[config.mk]
export PLATFORM = sky130hd
export DESIGN_NAME = vsp_sink
export DESIGN_NICKNAME = d
export VERILOG_FILES = /design/src/core/vsp_pkg.sv /design/src/core/vsp_ctrl_nibbles.sv /design/src/core/vsp_sink.sv
export SDC_FILE = /design/constraint.sdc
export NUM_CORES = 1
export LEC_CHECK = 0
export BUFFER_PORTS_ARGS = -buffer_cell sky130_fd_sc_hd__clkbuf_2
export CAP_MARGIN = 25
export CORE_AREA = 2 2 180 147
export DETAILED_ROUTE_END_ITERATION = 10
export DIE_AREA = 0 0 182 149
export GPL_TIMING_DRIVEN = 0
export PLACE_DENSITY = 0.71
export SETUP_SLACK_MARGIN = 0.4
export SLEW_MARGIN = 20
export SYNTH_ARGS = -nofsm -noshare
export SYNTH_HDL_FRONTEND = slang
export SYNTH_HIERARCHICAL = 1
export SYNTH_SLANG_ARGS = --single-unit
[constraint.sdc]
create_clock -name hclk -period 7.95 [get_ports hclk]
set_clock_uncertainty 0.2 [all_clocks]
set_input_delay 1.1925 -clock hclk [delete_from_list [all_inputs] [get_ports hclk]]
set_output_delay 1.1925 -clock hclk [all_outputs]
set_load 0.02 [all_outputs]
[src/core/vsp_pkg.sv]
// Constants, register map and types for the video stream packet sink.
// Assumes one clock domain and AHB-Lite register access with 32-bit words.
package vsp_pkg;
  // Link shape: symbol width per sample and symbols per beat, fixed.
  localparam int SYM_W = 8;
  localparam int SYM_N = 3;
  localparam int DATA_W = SYM_W * SYM_N;
  localparam int NIB_W = 4;
  localparam int DIM_W = 16;
  localparam int CTRL_NIBS = 9;
  localparam logic [1:0] CTRL_BEATS = 2'd3;
  localparam int ACC_W = CTRL_NIBS * NIB_W;

  // Packet type codes.
  localparam logic [3:0] TYPE_VIDEO = 4'h0;
  localparam logic [3:0] TYPE_USER_LO = 4'h1;
  localparam logic [3:0] TYPE_USER_HI = 4'h8;
  localparam logic [3:0] TYPE_ANC = 4'hd;
  localparam logic [3:0] TYPE_CTRL = 4'hf;

  // Upper interlacing pair.
  localparam logic [1:0] ILACE_PROG = 2'b00;
  localparam logic [1:0] ILACE_EVEN = 2'b10;
  localparam logic [1:0] ILACE_ODD = 2'b11;
  // Lower pair: field pairing unknown, progressive source unknown.
  localparam logic [1:0] PAIR_UNKNOWN = 2'b11;
  localparam logic [1:0] LAST_UNKNOWN = 2'b10;

  // Register byte offsets.
  localparam logic [7:0] REG_CTRL = 8'h00;
  localparam logic [7:0] REG_STATUS = 8'h04;
  localparam logic [7:0] REG_WIDTH = 8'h08;
  localparam logic [7:0] REG_HEIGHT = 8'h0c;
  localparam logic [7:0] REG_ILACE = 8'h10;
  localparam logic [7:0] REG_FRAMES = 8'h14;

  // Field positions and reset values.
  localparam int CTRL_EN_BIT = 0;
  localparam int ERR_N = 4;
  localparam int ERR_LSB = 8;
  localparam int ERR_SIZE = 0;
  localparam int ERR_NOCTRL = 1;
  localparam int ERR_SHORT = 2;
  localparam int ERR_RSVD = 3;
  localparam logic CTRL_EN_RST = 1'b1;
  localparam logic [15:0] DIM_RST = 16'h0000;
  localparam logic [3:0] ILACE_RST = 4'h3;

  typedef enum logic [3:0] {
    ST_IDLE  = 4'b0001,
    ST_CTRL  = 4'b0010,
    ST_VIDEO = 4'b0100,
    ST_OTHER = 4'b1000
  } vsp_state_type;
endpackage : vsp_pkg

[src/core/vsp_ctrl_nibbles.sv]
// Collects the nibbles of a control packet payload into width, height, interlacing.
// Assumes take is high only for accepted payload beats of a control packet.
`timescale 1ns/1ps
module vsp_ctrl_nibbles
  import vsp_pkg::*;
(
  // Clock and reset
  input wire logic hclk,
  input wire logic hresetn,
  // Payload beats
  input wire logic clear,
  input wire logic take,
  input wire logic [DATA_W-1:0] sym,
  // Decoded payload
  output logic done,
  output logic [DIM_W-1:0] width,
  output logic [DIM_W-1:0] height,
  output logic [NIB_W-1:0] ilace
);
  logic [1:0] cnt_ff;
  logic [ACC_W-1:0] acc_ff;
  logic done_ff;
  logic [SYM_N*NIB_W-1:0] beat_nibs;
  wire room = (cnt_ff != CTRL_BEATS);

  // The least significant symbol carries the earlier nibble; upper symbol bits are ignored.
  genvar g;
  generate
    for (g = 0; g < SYM_N; g++) begin : g_nib
      assign beat_nibs[(SYM_N-g)*NIB_W-1 -: NIB_W] = sym[g*SYM_W +: NIB_W];
    end
  endgenerate

  always_ff @(posedge hclk or negedge hresetn) begin
    if (!hresetn) begin
      cnt_ff <= 2'd0;
      acc_ff <= '0;
      done_ff <= 1'b0;
    end else begin
      done_ff <= take && room && (cnt_ff == CTRL_BEATS - 2'd1);
      if (clear) begin
        cnt_ff <= 2'd0;
      end else if (take && room) begin
        cnt_ff <= cnt_ff + 2'd1;
        acc_ff <= {acc_ff[ACC_W-SYM_N*NIB_W-1:0], beat_nibs};
      end
    end
  end

  assign done = done_ff;
  assign width = acc_ff[ACC_W-1 -: DIM_W];
  assign height = acc_ff[ACC_W-DIM_W-1 -: DIM_W];
  assign ilace = acc_ff[NIB_W-1:0];
endmodule : vsp_ctrl_nibbles

[src/core/vsp_sink.sv]
// Video stream packet sink: parses packets, tracks raster position, AHB-Lite registers.
// Assumes a single clock, a backpressured stream source, and a single-transfer AHB-Lite master.
// What this block does
// - Decode type: video, user, reserved, ancillary, control.
// - Type fifteen configures following video packets.
// - Control payload: width, height, interlacing nibble.
// - One video packet holds one frame or field.
// - Pixels arrive in raster order.
// - Sample width sets symbol width for all packets.
// - Symbols are at least four bits wide.
// - Colour pattern fixed within a video packet.
// - Columns in time; top sample in MSB symbol.
// - Samples per cycle fix symbols per beat.
// - Multi-pixel patterns share a colour plane.
// - Subsampled position: upper plane on even rows.
// - Width is pixels per line; height lines.
// - Upper interlacing bits: progressive, even, odd field.
// - Even field holds even lines, odd holds odd.
// - Field packets: lower bits give pairing.
// - Type code first, in least significant symbol.
// - Control nibbles in order, low symbol first.
// - Field pairing: even, odd, unknown.
// - Progressive: last field, unknown, not deinterlaced.
//
// Chosen here: the AHB-Lite register port and the placing of the registers.
`timescale 1ns/1ps
module vsp_sink
  import vsp_pkg::*;
(
  // Clock and reset
  input wire logic hclk,
  input wire logic hresetn,
  // AHB-Lite slave
  input wire logic hsel,
  input wire logic [31:0] haddr,
  input wire logic [1:0] htrans,
  input wire logic hwrite,
  input wire logic [2:0] hsize,
  input wire logic [31:0] hwdata,
  input wire logic hready,
  output logic hreadyout,
  output logic [31:0] hrdata,
  output logic hresp,
  // Stream sink
  input wire logic [DATA_W-1:0] st_data,
  input wire logic st_valid,
  input wire logic st_sop,
  input wire logic st_eop,
  output logic st_ready,
  // Pixel output
  output logic pix_valid,
  output logic [DATA_W-1:0] pix_data,
  output logic [DIM_W-1:0] pix_x,
  output logic [DIM_W-1:0] pix_line,
  output logic pix_lower_plane
);
  vsp_state_type state_ff, nxt_state;
  logic en_ff;
  logic [3:0] last_type_ff;
  logic fresh_ff;
  logic [DIM_W-1:0] act_w_ff, act_h_ff, x_ff, y_ff;
  logic [NIB_W-1:0] act_il_ff;
  logic [31:0] frames_ff;
  logic [ERR_N-1:0] err_ff, err_set, err_clr;
  logic pix_valid_ff, pix_lower_ff;
  logic [DATA_W-1:0] pix_data_ff;
  logic [DIM_W-1:0] pix_x_ff, pix_line_ff;
  logic dp_we_ff;
  logic [7:0] dp_addr_ff;
  logic [31:0] hrdata_ff;
  logic ctrl_done;
  logic [DIM_W-1:0] cfg_w, cfg_h;
  logic [NIB_W-1:0] cfg_il;

  // Stream decode. The packet type sits in the low nibble of the first beat.
  wire beat = st_valid && st_ready;
  wire sop_beat = beat && st_sop;
  wire [3:0] pkt_type = st_data[3:0];
  wire is_video = (pkt_type == TYPE_VIDEO);
  wire is_ctrl = (pkt_type == TYPE_CTRL);
  wire is_user = (pkt_type >= TYPE_USER_LO) && (pkt_type <= TYPE_USER_HI);
  wire is_anc = (pkt_type == TYPE_ANC);
  wire is_rsvd = !is_video && !is_ctrl && !is_user && !is_anc;
  wire body_beat = beat && !st_sop;
  wire vid_beat = body_beat && (state_ff == ST_VIDEO);
  wire ctrl_beat = body_beat && (state_ff == ST_CTRL);
  wire last_col = (x_ff == act_w_ff - 16'd1);
  wire last_row = (y_ff == act_h_ff - 16'd1);
  wire last_pix = last_col && last_row;
  wire il_field = act_il_ff[3];
  wire il_odd = act_il_ff[2];
  wire [DIM_W-1:0] img_row = il_field ? {y_ff[DIM_W-2:0], il_odd} : y_ff;

  // A video packet without a fresh control packet keeps the old size and, for field content, alternates the field.
  wire vid_start = sop_beat && is_video && !st_eop;
  wire keep_cfg = vid_start && !fresh_ff;
  wire ctrl_pend = (state_ff == ST_CTRL);

  // Packet state: a start of packet always resynchronises, whatever the state.
  always_comb begin
    nxt_state = state_ff;
    case (state_ff)
      ST_IDLE, ST_CTRL, ST_VIDEO, ST_OTHER: begin
        if (sop_beat && !st_eop) begin
          if (is_ctrl) begin
            nxt_state = ST_CTRL;
          end else if (is_video) begin
            nxt_state = ST_VIDEO;
          end else begin
            nxt_state = ST_OTHER;
          end
        end else if (beat && st_eop) begin
          nxt_state = ST_IDLE;
        end
      end
      default: begin
        nxt_state = ST_IDLE;
      end
    endcase
  end

  // The third payload beat completes the nine nibbles; an end on an earlier payload beat is short.
  logic [1:0] ctrl_beats_ff;
  wire ctrl_done_soon = (ctrl_beats_ff >= CTRL_BEATS - 2'd1);

  // Sticky error events.
  assign err_set[ERR_SIZE] = (vid_beat && (st_eop != last_pix)) || (sop_beat && is_video && st_eop);
  assign err_set[ERR_NOCTRL] = keep_cfg;
  assign err_set[ERR_SHORT] = ctrl_pend && beat && st_eop && !st_sop && !ctrl_done_soon;
  assign err_set[ERR_RSVD] = sop_beat && is_rsvd;

  vsp_ctrl_nibbles u_nibbles (
    .hclk(hclk),
    .hresetn(hresetn),
    .clear(sop_beat),
    .take(ctrl_beat),
    .sym(st_data),
    .done(ctrl_done),
    .width(cfg_w),
    .height(cfg_h),
    .ilace(cfg_il)
  );

  // Register bus decode. Zero wait states: hrdata is loaded at the address phase.
  wire a_sel = hsel && htrans[1] && hready;
  wire a_rd = a_sel && !hwrite;
  wire [7:0] a_off = haddr[7:0];
  wire wr_ctrl = dp_we_ff && (dp_addr_ff == REG_CTRL);
  wire wr_status = dp_we_ff && (dp_addr_ff == REG_STATUS);
  assign err_clr = wr_status ? hwdata[ERR_LSB +: ERR_N] : '0;
  wire [1:0] pair_code = act_il_ff[1:0];
  wire pair_known = il_field ? (pair_code != PAIR_UNKNOWN) : (pair_code != LAST_UNKNOWN);
  wire [31:0] rd_status = {20'h00000, err_ff, 2'b00, (state_ff != ST_IDLE), fresh_ff, last_type_ff};
  wire [31:0] rd_ilace = {23'h000000, pair_known, pair_code, il_odd, il_field, act_il_ff};
  wire [31:0] rd_mux =
    (a_off == REG_CTRL) ? {31'h00000000, en_ff} :
    (a_off == REG_STATUS) ? rd_status :
    (a_off == REG_WIDTH) ? {16'h0000, act_w_ff} :
    (a_off == REG_HEIGHT) ? {16'h0000, act_h_ff} :
    (a_off == REG_ILACE) ? rd_ilace :
    (a_off == REG_FRAMES) ? frames_ff : 32'h00000000;

  always_ff @(posedge hclk or negedge hresetn) begin
    if (!hresetn) begin
      dp_we_ff <= 1'b0;
      dp_addr_ff <= 8'h00;
      hrdata_ff <= 32'h00000000;
      en_ff <= CTRL_EN_RST;
    end else begin
      dp_we_ff <= a_sel && hwrite;
      dp_addr_ff <= a_off;
      if (a_rd) begin
        hrdata_ff <= rd_mux;
      end
      if (wr_ctrl) begin
        en_ff <= hwdata[CTRL_EN_BIT];
      end
    end
  end

  // A hardware event in the same cycle as a clear keeps the bit set.
  genvar e;
  generate
    for (e = 0; e < ERR_N; e++) begin : g_err
      always_ff @(posedge hclk or negedge hresetn) begin
        if (!hresetn) begin
          err_ff[e] <= 1'b0;
        end else begin
          err_ff[e] <= err_set[e] || (err_ff[e] && !err_clr[e]);
        end
      end
    end
  endgenerate

  // Packet state and active configuration.
  always_ff @(posedge hclk or negedge hresetn) begin
    if (!hresetn) begin
      state_ff <= ST_IDLE;
      last_type_ff <= TYPE_VIDEO;
      fresh_ff <= 1'b0;
      ctrl_beats_ff <= 2'd0;
      act_w_ff <= DIM_RST;
      act_h_ff <= DIM_RST;
      act_il_ff <= ILACE_RST;
      frames_ff <= 32'h00000000;
    end else begin
      state_ff <= nxt_state;
      if (sop_beat) begin
        last_type_ff <= pkt_type;
        ctrl_beats_ff <= 2'd0;
      end else if (ctrl_beat && !ctrl_done_soon) begin
        ctrl_beats_ff <= ctrl_beats_ff + 2'd1;
      end
      // The latest complete control packet wins.
      if (ctrl_done) begin
        act_w_ff <= cfg_w;
        act_h_ff <= cfg_h;
        act_il_ff <= cfg_il;
        fresh_ff <= 1'b1;
      end else if (vid_start) begin
        fresh_ff <= 1'b0;
        if (keep_cfg && il_field) begin
          act_il_ff[2] <= !il_odd;
        end
      end
      if (vid_beat && st_eop) begin
        frames_ff <= frames_ff + 32'd1;
      end
    end
  end

  // Raster position: rightward along a line, then the leftmost pixel of the next line.
  always_ff @(posedge hclk or negedge hresetn) begin
    if (!hresetn) begin
      x_ff <= 16'h0000;
      y_ff <= 16'h0000;
    end else if (vid_start) begin
      x_ff <= 16'h0000;
      y_ff <= 16'h0000;
    end else if (vid_beat) begin
      if (last_col) begin
        x_ff <= 16'h0000;
        y_ff <= y_ff + 16'd1;
      end else begin
        x_ff <= x_ff + 16'd1;
      end
    end
  end

  // Pixel output. The bus is passed whole, so the top pattern row stays in the top symbol.
  always_ff @(posedge hclk or negedge hresetn) begin
    if (!hresetn) begin
      pix_valid_ff <= 1'b0;
      pix_data_ff <= '0;
      pix_x_ff <= 16'h0000;
      pix_line_ff <= 16'h0000;
      pix_lower_ff <= 1'b0;
    end else begin
      pix_valid_ff <= vid_beat;
      if (vid_beat) begin
        pix_data_ff <= st_data;
        pix_x_ff <= x_ff;
        pix_line_ff <= img_row;
        pix_lower_ff <= img_row[0];
      end
    end
  end

  // Outputs.
  assign st_ready = en_ff;
  assign hreadyout = 1'b1;
  assign hresp = 1'b0;
  assign hrdata = hrdata_ff;
  assign pix_valid = pix_valid_ff;
  assign pix_data = pix_data_ff;
  assign pix_x = pix_x_ff;
  assign pix_line = pix_line_ff;
  assign pix_lower_plane = pix_lower_ff;
endmodule : vsp_sink

==> results of run 1 <==
==> synthesized netlist by cell type, types with 25 or more instances <==
cell type / count
xnor2_1: 41
nand3_1: 38
xor2_1: 31
clkbuf_1: 55
a21oi_1: 30
mux2_4: 30
nor2_1: 60
nand2_1: 231
o21ai_0: 48
dfrtp_1: 249
nor3_1: 25
mux2i_1: 38
mux2_2: 37
==> final cells by class <==
cell class / count / area share, %
clock buffer: 40 / 5.22
sequential: 253 / 43.9
clock inverter: 8 / 0.511
multi-input combinational: 860 / 39.1
tap: 330 / 2.86
inverter: 25 / 0.650
timing repair buffer: 138 / 5.31
buffer: 74 / 2.47
==> worst max-delay path, cell delays in order (launching register included) <==
cell and delay, ns:
dfrtp_1 0.42, inv_1 0.09, ha_1 0.24, nor2b_1 0.17, or4b_1 0.53, a32o_1 0.29
nor4_1 0.40, nand4_1 0.38, buf_2 0.32, nor2_1 0.47, a31o_2 0.24
==> state kept, by name, summed over array words and instances, names as in the netlist, 8 cells and up <==
| signal | flops |
|---|---|
| pix_line | 16 |
| hrdata | 32 |
| pix_x | 16 |
| dp_addr_ff | 8 |
| u_nibbles/acc_ff | 36 |
| y_ff | 16 |
| frames_ff | 32 |
| x_ff | 16 |
| act_h_ff | 16 |
| pix_data | 24 |
| act_w_ff | 16 |
==> metal layers <==
metal	track usage, %	up-vias	part of all wire (%)
met5	0	-	0
met4	6.98	0	2.6
met3	5.37	58	7.7
met2	35.3	363	43
met1	36.4	4826	47
li1	-	4599	-
==> logic make-up (layout without fill, tap and decap cells) <==
kind of cell	after synthesis	in the layout	share of synthesized area (%)
buffers and inverters	99	285	3.62
XOR/XNOR	72	72	5.07
adder cells (fa/ha/maj)	8	8	0.806
multiplexers	105	105	10.0
flip-flops	253	253	51.0
AO/OA/AOI/OAI	197	197	11.2
AND/OR/NAND/NOR	476	476	18.2
other	2	2	0.0604
==> metrics by stage <==
step | power, mW | std cells | cell area (µm²)
after global placement | 1.42 | 1677 | 13500
after global routing | 2.69 | 1728 | 14400
after floorplan | 1.37 | 1212 | 12400
final | 2.60 | 1728 | 14400
after CTS | 2.62 | 1728 | 14400
after detailed placement | 1.43 | 1680 | 13600
==> power by group through the flow <==
stage          clock [mW]  combinational, mW  sequential (mW)
2_1_floorplan           0             0.0385             1.33
3_3_place_gp            0             0.0892             1.33
3_5_place_dp            0             0.0963             1.33
4_1_cts              1.22             0.0966             1.31
5_1_grt              1.27              0.109             1.31
6_report             1.20             0.0955             1.31
==> how the worst min path moves through the flow <==
stage	start	to	slack, ns	cells past startpoint
after floorplan	last_type_ff[0]$_DFFE_PN0P_	last_type_ff[0]$_DFFE_PN0P_	0.24	2
after global placement	pix_data[3]$_DFFE_PN0P_	pix_data[3]$_DFFE_PN0P_	0.26	2
after detailed placement	hrdata[10]$_DFFE_PN0P_	hrdata[10]$_DFFE_PN0P_	0.26	2
after CTS	hrdata[10]$_DFFE_PN0P_	hrdata[10]$_DFFE_PN0P_	0.28	2
after global routing	hrdata[10]$_DFFE_PN0P_	hrdata[10]$_DFFE_PN0P_	0.29	2
final	pix_x[2]$_DFFE_PN0P_	pix_x[2]$_DFFE_PN0P_	0.27	2
==> cells in the final DEF, fill, tap and decap left out, types with 6 or more instances in the layout <==
cell | Yosys | final
or4_1 | 6 | 6
nand2_1 | 231 | 231
nand4_1 | 17 | 17
clkbuf_1 | 55 | 65
ha_1 | 8 | 8
nor3b_1 | 7 | 7
or3_1 | 10 | 10
nand3_1 | 38 | 38
clkbuf_16 | 0 | 27
dfrtp_1 | 249 | 249
inv_1 | 24 | 24
mux2i_1 | 38 | 38
o21ai_0 | 48 | 48
mux2_4 | 30 | 30
nor2b_1 | 9 | 9
mux2_2 | 37 | 37
xnor2_1 | 41 | 41
nand2b_1 | 15 | 15
a22o_1 | 20 | 20
a31oi_1 | 19 | 19
nor4_1 | 9 | 9
a22oi_1 | 10 | 10
a21oi_1 | 30 | 30
nor2_1 | 60 | 60
xor2_1 | 31 | 31
and3_1 | 21 | 21
nor3_1 | 25 | 24
buf_1 | 8 | 8
clkbuf_2 | 0 | 134
==> key figures, run 1 <==
Run status
  – Outcome: completed

Timing
  – Setup TNS: 0 ns
  – Minimum clock period: 3.80 ns
  – Worst-Margin Slew: 0.999 ns
  – Final Hold Viols: 0
  – Max Slew Vio Count: 0
  – F_max: 0.263 GHz
  – Fin crit share: 47.8%
  – Unrepaired setup endpoints after global routing: no
  – Slew HR: 32.8%
  – Final setup vio count: 0
  – Final WS setup: 4.15 ns
  – Worst hold margin: 0.275 ns

CTS
  – Clock buffer depth: 3
  – Hold-fix buffers, CTS: 0
  – Clock Root Buffer: clkbuf_16
  – CTS tree: done
  – H-tree Lvls: 1
  – Clock Latency Late Sink: 0.54 ns
  – TritonCTS Buffers: 26
  – Post-CTS Resized: 0
  – Clock slew at reported path FFs: 0.06 ns
  – Post-CTS setup buffer count: 0
  – CTS Sinks: 253

Power
  – Combinational power share: 3.7%
  – Switching power: 0.589 mW
  – Part of the power in registers: 50.2%
  – Internal: 2.02 mW
  – Power Dens Cells: 180 nW/µm²
  – P_leak: 7.00 nW
  – Clock power share: 46.2%
  – Worst IR drop on VDD: 0.135 mV
  – Net Sw Frac: 22.6%

Synthesis
  – YS warnings: 6
  – Netlist cell types: 82
  – Synth top area share: 50.1%
  – Post-Syn Instances: 1212
  – Post-synth EDFFs: 0
  – Async SR Flop Fraction: 100%
  – Main area contributors after synthesis: dfrtp_1, nand2_1, mux2_4
  – Largest area contributor in the netlist: dfrtp_1
  – Sequential fraction of the synthesis area: 51.0%
  – FF+latch count, synth: 253
  – Top FF cell, synth: dfrtp_1
  – Post-synthesis net count: 1321
  – Cell Area, Synth: 12400 µm²
  – Syn_area_per_cell: 10.3 µm²

Worst setup path
  – Crit end category: register
  – FF-to-FF path depth: 10
  – CP endpoint: y_ff[14]$_DFFE_PN0P_
  – Worst setup path start: act_w_ff[0]$_DFFE_PN0P_
  – Setup CP Type: register to register
  – R2r startpoint: act_w_ff[0]$_DFFE_PN0P_
  – CP Launch Type: register
  – R2R Setup Slk: 4.15 ns
  – Crit path DAT: 4.08 ns
  – WP data required: 8.23 ns
  – Worst-path maximum fanout: 10
  – Reg2reg end: y_ff[14]$_DFFE_PN0P_

GRT
  – Overflow after GRT: 0
  – Largest net degree at the start of global routing: 91
  – Initial antenna violation count: 0
  – First-pass GRT wire length: 51900 µm
  – Total track usage: 24.3%
  – Vias in the first global route: 9331

Placement
  – Placer's final routability congestion estimate: 0.934
  – IO buf count: 135
  – DP Worst Slack: 4.02 ns
  – Post-DP HPWL: 23600 µm

Detailed routing
  – Final ANT Viol Nets: 0
  – Routed vias: 9846
  – Drt wl/cell: 18.8 µm
  – Vias per cell: 5.70
  – DRT iter0 DRCs: 795
  – Remaining DRCs: 0
  – Total Wirelength: 32500 µm
  – 1st-pass router iterations: 5

Die
  – Die height: 149 µm
  – Placeable Area: 25600 µm²
  – I/O Pins: 194
  – Die width: 182 µm
  – Initial Utilization: 48.5%
  – Full die area: 27100 µm²
  – Cell Rows: 53

Finish
  – Antenna cells: 0
  – Final core occ: 56.4%
  – Area of the multi-input gates: 5650 µm²
  – Area delta synth->final: 16.2%
  – FF/Latch Area: 6340 µm²
  – Final net count: 1487
  – Layout cells sized above 1: 19.7%
  – Number of fill cells: 2247

Min path
  – Worst hold path class: register to register

Flow run
  – Max-cap viol count: 0
Power figures use the tool's default switching activity.
==> run 2, diff against run 1 <==
--- a/config.mk
+++ b/config.mk
@@ -11,7 +11,7 @@
 export DETAILED_ROUTE_END_ITERATION = 10
 export DIE_AREA = 0 0 182 149
 export GPL_TIMING_DRIVEN = 0
-export PLACE_DENSITY = 0.71
+export PLACE_DENSITY = 0.73
 export SETUP_SLACK_MARGIN = 0.4
 export SLEW_MARGIN = 20
 export SYNTH_ARGS = -nofsm -noshare
==> constraint.sdc (replaced) <==
create_clock -name hclk -period 3.38 [get_ports hclk]
set_clock_uncertainty 0.2 [all_clocks]
set_input_delay 0.507 -clock hclk [delete_from_list [all_inputs] [get_ports hclk]]
set_output_delay 0.507 -clock hclk [all_outputs]
set_load 0.02 [all_outputs]
==> key figures, run 2 (synthesized netlist as in run 1, its figures left out) <==
Die
  – Die width: 182 µm
  – Full die area: 27100 µm²
  – Placeable Area: 25600 µm²
  – I/O Pins: 194
  – Die height: 149 µm
  – Cell Rows: 53
  – Initial Utilization: 48.5%

GRT
  – Vias in the first global route: 9571
  – Overflow after GRT: 0
  – First-pass GRT wire length: 53000 µm
  – Largest net degree at the start of global routing: 87
  – Total track usage: 24.8%
  – Initial antenna violation count: 0

Flow run
  – Max-cap viol count: 0

Timing
  – Unrepaired setup endpoints after global routing: yes
  – Fin crit share: 91.4%
  – Worst-Margin Slew: 0.947 ns
  – Slew HR: 36.9%
  – Max Slew Vio Count: 0
  – Setup TNS: 0 ns
  – Final setup vio count: 0
  – Minimum clock period: 3.09 ns
  – F_max: 0.324 GHz
  – Worst hold margin: 0.00603 ns
  – Final Hold Viols: 0

CTS
  – TritonCTS Buffers: 26
  – H-tree Lvls: 1
  – Clock Latency Late Sink: 0.55 ns
  – Clock Root Buffer: clkbuf_16
  – CTS tree: done
  – CTS Sinks: 253
  – Clock slew at reported path FFs: 0.07 ns
  – Clock buffer depth: 3

Min path
  – Hold_sp: hwdata[0]
  – Worst hold path class: input pin to register

Worst setup path
  – Worst-path maximum fanout: 10
  – Slowest-stage cell, CP: or4_4
  – Crit end category: register
  – R2r startpoint: act_w_ff[3]$_DFFE_PN0P_
  – Crit-path cells: buf_6 > or4_4 > o41ai_4 > nand4_1 > a211oi_2 > buf_4 > and4_4 > buf_8 > o21ai_1 > a32o_1
  – Crit-path max cell delay: 0.54 ns
  – Worst setup path start: act_w_ff[3]$_DFFE_PN0P_
  – Crit path DAT: 3.32 ns
  – CP Launch Type: register
  – Setup CP Type: register to register
  – WP data required: 3.61 ns

Placement
  – Placer's final routability congestion estimate: 0.910
  – Post-DP HPWL: 23600 µm
  – IO buf count: 135

Finish
  – Final net count: 1530
  – Antenna cells: 0
  – Largest Register: u_nibbles/acc_ff
  – Most frequent cells in the layout: dfrtp_1, nand2_1, clkbuf_2, nor2_1, clkbuf_1
  – Most common cell after layout, fill and taps aside: dfrtp_1
  – Layout cells sized above 1: 23.8%
  – Largest register FFs: 36
  – Area delta synth->final: 21.9%

Detailed routing
  – Final ANT Viol Nets: 0
  – DRT iter0 DRCs: 755
  – Remaining DRCs: 0
  – Drt wl/cell: 19.0 µm
  – Vias per cell: 5.73
  – Total Wirelength: 33700 µm
  – 1st-pass router iterations: 8
  – Routed vias: 10100

Power
  – Worst IR drop on VDD: 0.345 mV
  – Power Dens Cells: 409 nW/µm²
  – Power, Total: 6.20 mW
  – P_leak: 7.34 nW

Run status
  – Outcome: completed
run 2: final timing paths:
path / to / slack [ns] / cells after the start
setup / recovery: x_ff[2]$_DFFE_PN0P_ / 0.29 / 10
hold / removal: st_ready$_DFFE_PN1P_ / 0.006 / 2
setup reg to reg: x_ff[2]$_DFFE_PN0P_ / 0.29 / 10
hold reg to reg: pix_x[9]$_DFFE_PN0P_ / 0.28 / 2
max in group asynchronous: act_w_ff[4]$_DFFE_PN0P_ / 1.69 / 4
min in group asynchronous: hrdata[26]$_DFFE_PN0P_ / 0.18 / 2
run 2: cell type report:
class | instances | area [µm²]
clock buffers | 39 | 781
fillers | 2123 | 10400
inverters | 25 | 93.8
plain buffers | 74 | 399
multi-input cells | 860 | 5860
flip-flops and latches | 253 | 6340
repair buffers | 181 | 1190
well taps | 330 | 413
clock inverters | 8 | 70.1
run 2: what timing repair did:
item,CTS,global route
pin swaps,15,15
hold buffers,28,0
buffers inserted,9,5
hold endpoints to repair,198,0
setup endpoints to repair,74,97
resized for setup,46,26
gates cloned,0,1
run 2: worst max-delay path: cells and delay by family, from the launching register on:
family                 cells  cell delay, ns
AO/OA/AOI/OAI              4            0.98
buffers and inverters      3            0.44
flip-flops                 1            0.37
AND/OR/NAND/NOR            3            0.99
run 2: through the flow:
step	std cells	area, µm²	worst slack, ns	utilization [%]
2_1_floorplan	1212	12400	0.414	-
3_3_place_gp	1677	13500	-3.56	52.8
3_5_place_dp	1680	13600	-0.243	53.2
4_1_cts	1764	15000	0.367	58.6
5_1_grt	1770	15100	0.190	59.2
6_report	1770	15100	0.291	59.2
run 2: power by group:
group / total, mW / internal, mW / switching [mW] / leakage (nW)
Combinational: 0.251 / 0.0963 / 0.154 / 3.46
Clock: 2.87 / 1.67 / 1.21 / 0.417
Sequential: 3.08 / 3.05 / 0.0249 / 3.46
Total: 6.20 / 4.81 / 1.38 / 7.34
run 2: layer usage:
layer | share of wire, % | global-route usage, % | up-vias
met5 | 0 | 0 | -
met4 | 1.9 | 6.09 | 0
met3 | 7.4 | 5.25 | 46
met2 | 45 | 38.1 | 379
met1 | 46 | 36.0 | 5014
li1 | - | - | 4696
==> run 3, diff against run 2 <==
--- a/config.mk
+++ b/config.mk
@@ -5,13 +5,13 @@
 export SDC_FILE = /design/constraint.sdc
 export NUM_CORES = 1
 export LEC_CHECK = 0
-export BUFFER_PORTS_ARGS = -buffer_cell sky130_fd_sc_hd__clkbuf_2
+export BUFFER_PORTS_ARGS = -buffer_cell sky130_fd_sc_hd__buf_2
 export CAP_MARGIN = 25
 export CORE_AREA = 2 2 180 147
 export DETAILED_ROUTE_END_ITERATION = 10
 export DIE_AREA = 0 0 182 149
 export GPL_TIMING_DRIVEN = 0
-export PLACE_DENSITY = 0.73
+export PLACE_DENSITY_LB_ADDON = 0.05
 export SETUP_SLACK_MARGIN = 0.4
 export SLEW_MARGIN = 20
 export SYNTH_ARGS = -nofsm -noshare
==> key figures, run 3 (synthesized netlist as in run 1, its figures left out) <==
Detailed routing
  – DRT iter0 DRCs: 796
  – Vias per cell: 5.59
  – Routed vias: 9925
  – Drt wl/cell: 19.3 µm
  – Final ANT Viol Nets: 0
  – 1st-pass router iterations: 5
  – Remaining DRCs: 0
  – Total Wirelength: 34200 µm

Worst setup path
  – Setup CP Type: register to register
  – FF-to-FF path depth: 11
  – Crit path DAT: 3.28 ns
  – Crit-path cells: buf_6 > buf_6 > or3_4 > o41ai_4 > nand4_1 > a211oi_2 > nand4_1 > buf_6 > buf_6 > or3_4 > a21oi_2
  – R2R Setup Slk: 0.36 ns
  – Crit-path max cell delay: 0.42 ns
  – Reg2reg end: y_ff[0]$_DFFE_PN0P_
  – R2r startpoint: act_w_ff[1]$_DFFE_PN0P_
  – Worst setup path start: act_w_ff[1]$_DFFE_PN0P_
  – Worst-path maximum fanout: 6
  – Crit end category: register
  – CP Buf/Inv Count: 4
  – Slowest-stage cell, CP: or3_4
  – CP Depth: 11
  – CP Launch Type: register
  – Crit-path most repeated cell: buf_6
  – WP data required: 3.64 ns
  – CP top delay family: simple AND/OR/NAND/NOR gates
  – CP endpoint: y_ff[0]$_DFFE_PN0P_

Timing
  – Setup TNS: 0 ns
  – Final Hold Viols: 0
  – Final setup vio count: 0
  – Fin crit share: 89.5%
  – Unrepaired setup endpoints after global routing: yes
  – F_max: 0.331 GHz
  – Worst hold margin: 0.0429 ns
  – Minimum clock period: 3.02 ns
  – Max Slew Vio Count: 0
  – Worst-Margin Slew: 0.844 ns
  – Slew HR: 43.7%

Die
  – Die height: 149 µm
  – Initial Utilization: 48.5%
  – I/O Pins: 194
  – Die width: 182 µm
  – Full die area: 27100 µm²
  – Placeable Area: 25600 µm²
  – Cell Rows: 53

Placement
  – Post-DP HPWL: 24100 µm
  – Placed Instance Area: 13600 µm²
  – IO buf count: 135
  – Placer's final routability congestion estimate: 0.894

CTS
  – CTS tree: done
  – TritonCTS Buffers: 28
  – Clock Root Buffer: clkbuf_16
  – Clock Latency Late Sink: 0.55 ns
  – Clock slew at reported path FFs: 0.06 ns
  – H-tree Lvls: 1
  – CTS Sinks: 253
  – Clock buffer depth: 3

Power
  – Power, Total: 6.39 mW
  – Worst IR drop on VDD: 0.367 mV
  – P_leak: 7.53 nW
  – Power Dens Cells: 419 nW/µm²

Flow run
  – Max-cap viol count: 0

Finish
  – Most frequent cells in the layout: dfrtp_1, nand2_1, buf_2, nor2_1, clkbuf_1
  – Area delta synth->final: 22.7%
  – Largest Register: u_nibbles/acc_ff
  – Largest register FFs: 36
  – Layout cells sized above 1: 23.6%
  – Antenna cells: 0
  – Fin area: 15300 µm²
  – Most common cell after layout, fill and taps aside: dfrtp_1
  – Final net count: 1536

GRT
  – Total track usage: 25.6%
  – First-pass GRT wire length: 54500 µm
  – Largest net degree at the start of global routing: 101
  – Initial antenna violation count: 0
  – Vias in the first global route: 9639
  – Overflow after GRT: 0

Run status
  – Outcome: completed

Min path
  – Worst hold path class: input pin to register
[run 3: metal layers]
layer | GRT usage (%) | vias to the layer above | wire (µm) | share of wire, %
li1 | - | 4694 | - | -
met1 | 39.1 | 4861 | 16400 | 48
met2 | 38.6 | 322 | 14900 | 44
met3 | 3.78 | 48 | 2220 | 6.5
met4 | 5.73 | 0 | 666 | 1.9
met5 | 0 | - | 0 | 0
[run 3: worst reg2reg max path, cell delays in order (launching register included)]
cell and delay [ns]:
dfrtp_1 0.39, buf_6 0.12, buf_6 0.10, or3_4 0.42
o41ai_4 0.35, nand4_1 0.17, a211oi_2 0.25, nand4_1 0.14
buf_6 0.17, buf_6 0.12, or3_4 0.35, a21oi_2 0.14
[run 3: what timing repair did]
action,4_1_cts,5_1_grt
hold endpoints to repair,108,0
setup endpoints to repair,75,75
gates resized for setup,48,35
pin swaps,13,18
hold buffers,30,0
setup buffers,13,4
gates cloned,0,1
[run 3: cell type report]
type	instances	area [µm²]
plain buffers	74	408
well taps	330	413
multi-input cells	860	5870
inverters	25	93.8
flip-flops and latches	253	6340
clock buffers	38	778
repair buffers	185	1210
clock inverters	9	140
fillers	2206	10300
[run 3: per-stage QoR]
stage / utilization, % / setup WS (ns) / cells
floorplan: - / 0.414 / 1212
global placement: 52.8 / -3.11 / 1677
detailed placement: 53.1 / -0.306 / 1679
CTS: 58.9 / 0.341 / 1769
global route: 59.6 / 0.253 / 1774
finish: 59.6 / 0.356 / 1774
[run 3: power by group]
group	switching, mW	internal [mW]	total (mW)
Combinational	0.155	0.0948	0.249
Clock	1.23	1.83	3.07
Sequential	0.0238	3.05	3.08
[run 3: how the worst min path moves through the flow]
| stage | start | endpoint | slack, ns | cells past startpoint |
|---|---|---|---|---|
| after floorplan | hresetn | act_h_ff[0]$_DFFE_PN0P_ | 0.01 | 0 |
| after global placement | pix_data[1]$_DFFE_PN0P_ | pix_data[1]$_DFFE_PN0P_ | 0.25 | 2 |
| after detailed placement | pix_data[19]$_DFFE_PN0P_ | pix_data[19]$_DFFE_PN0P_ | 0.26 | 2 |
| after CTS | st_data[2] | last_type_ff[2]$_DFFE_PN0P_ | 0.03 | 3 |
| after global routing | htrans[1] | dp_we_ff$_DFF_PN0_ | 0.04 | 2 |
| final | htrans[1] | dp_we_ff$_DFF_PN0_ | 0.04 | 2 |
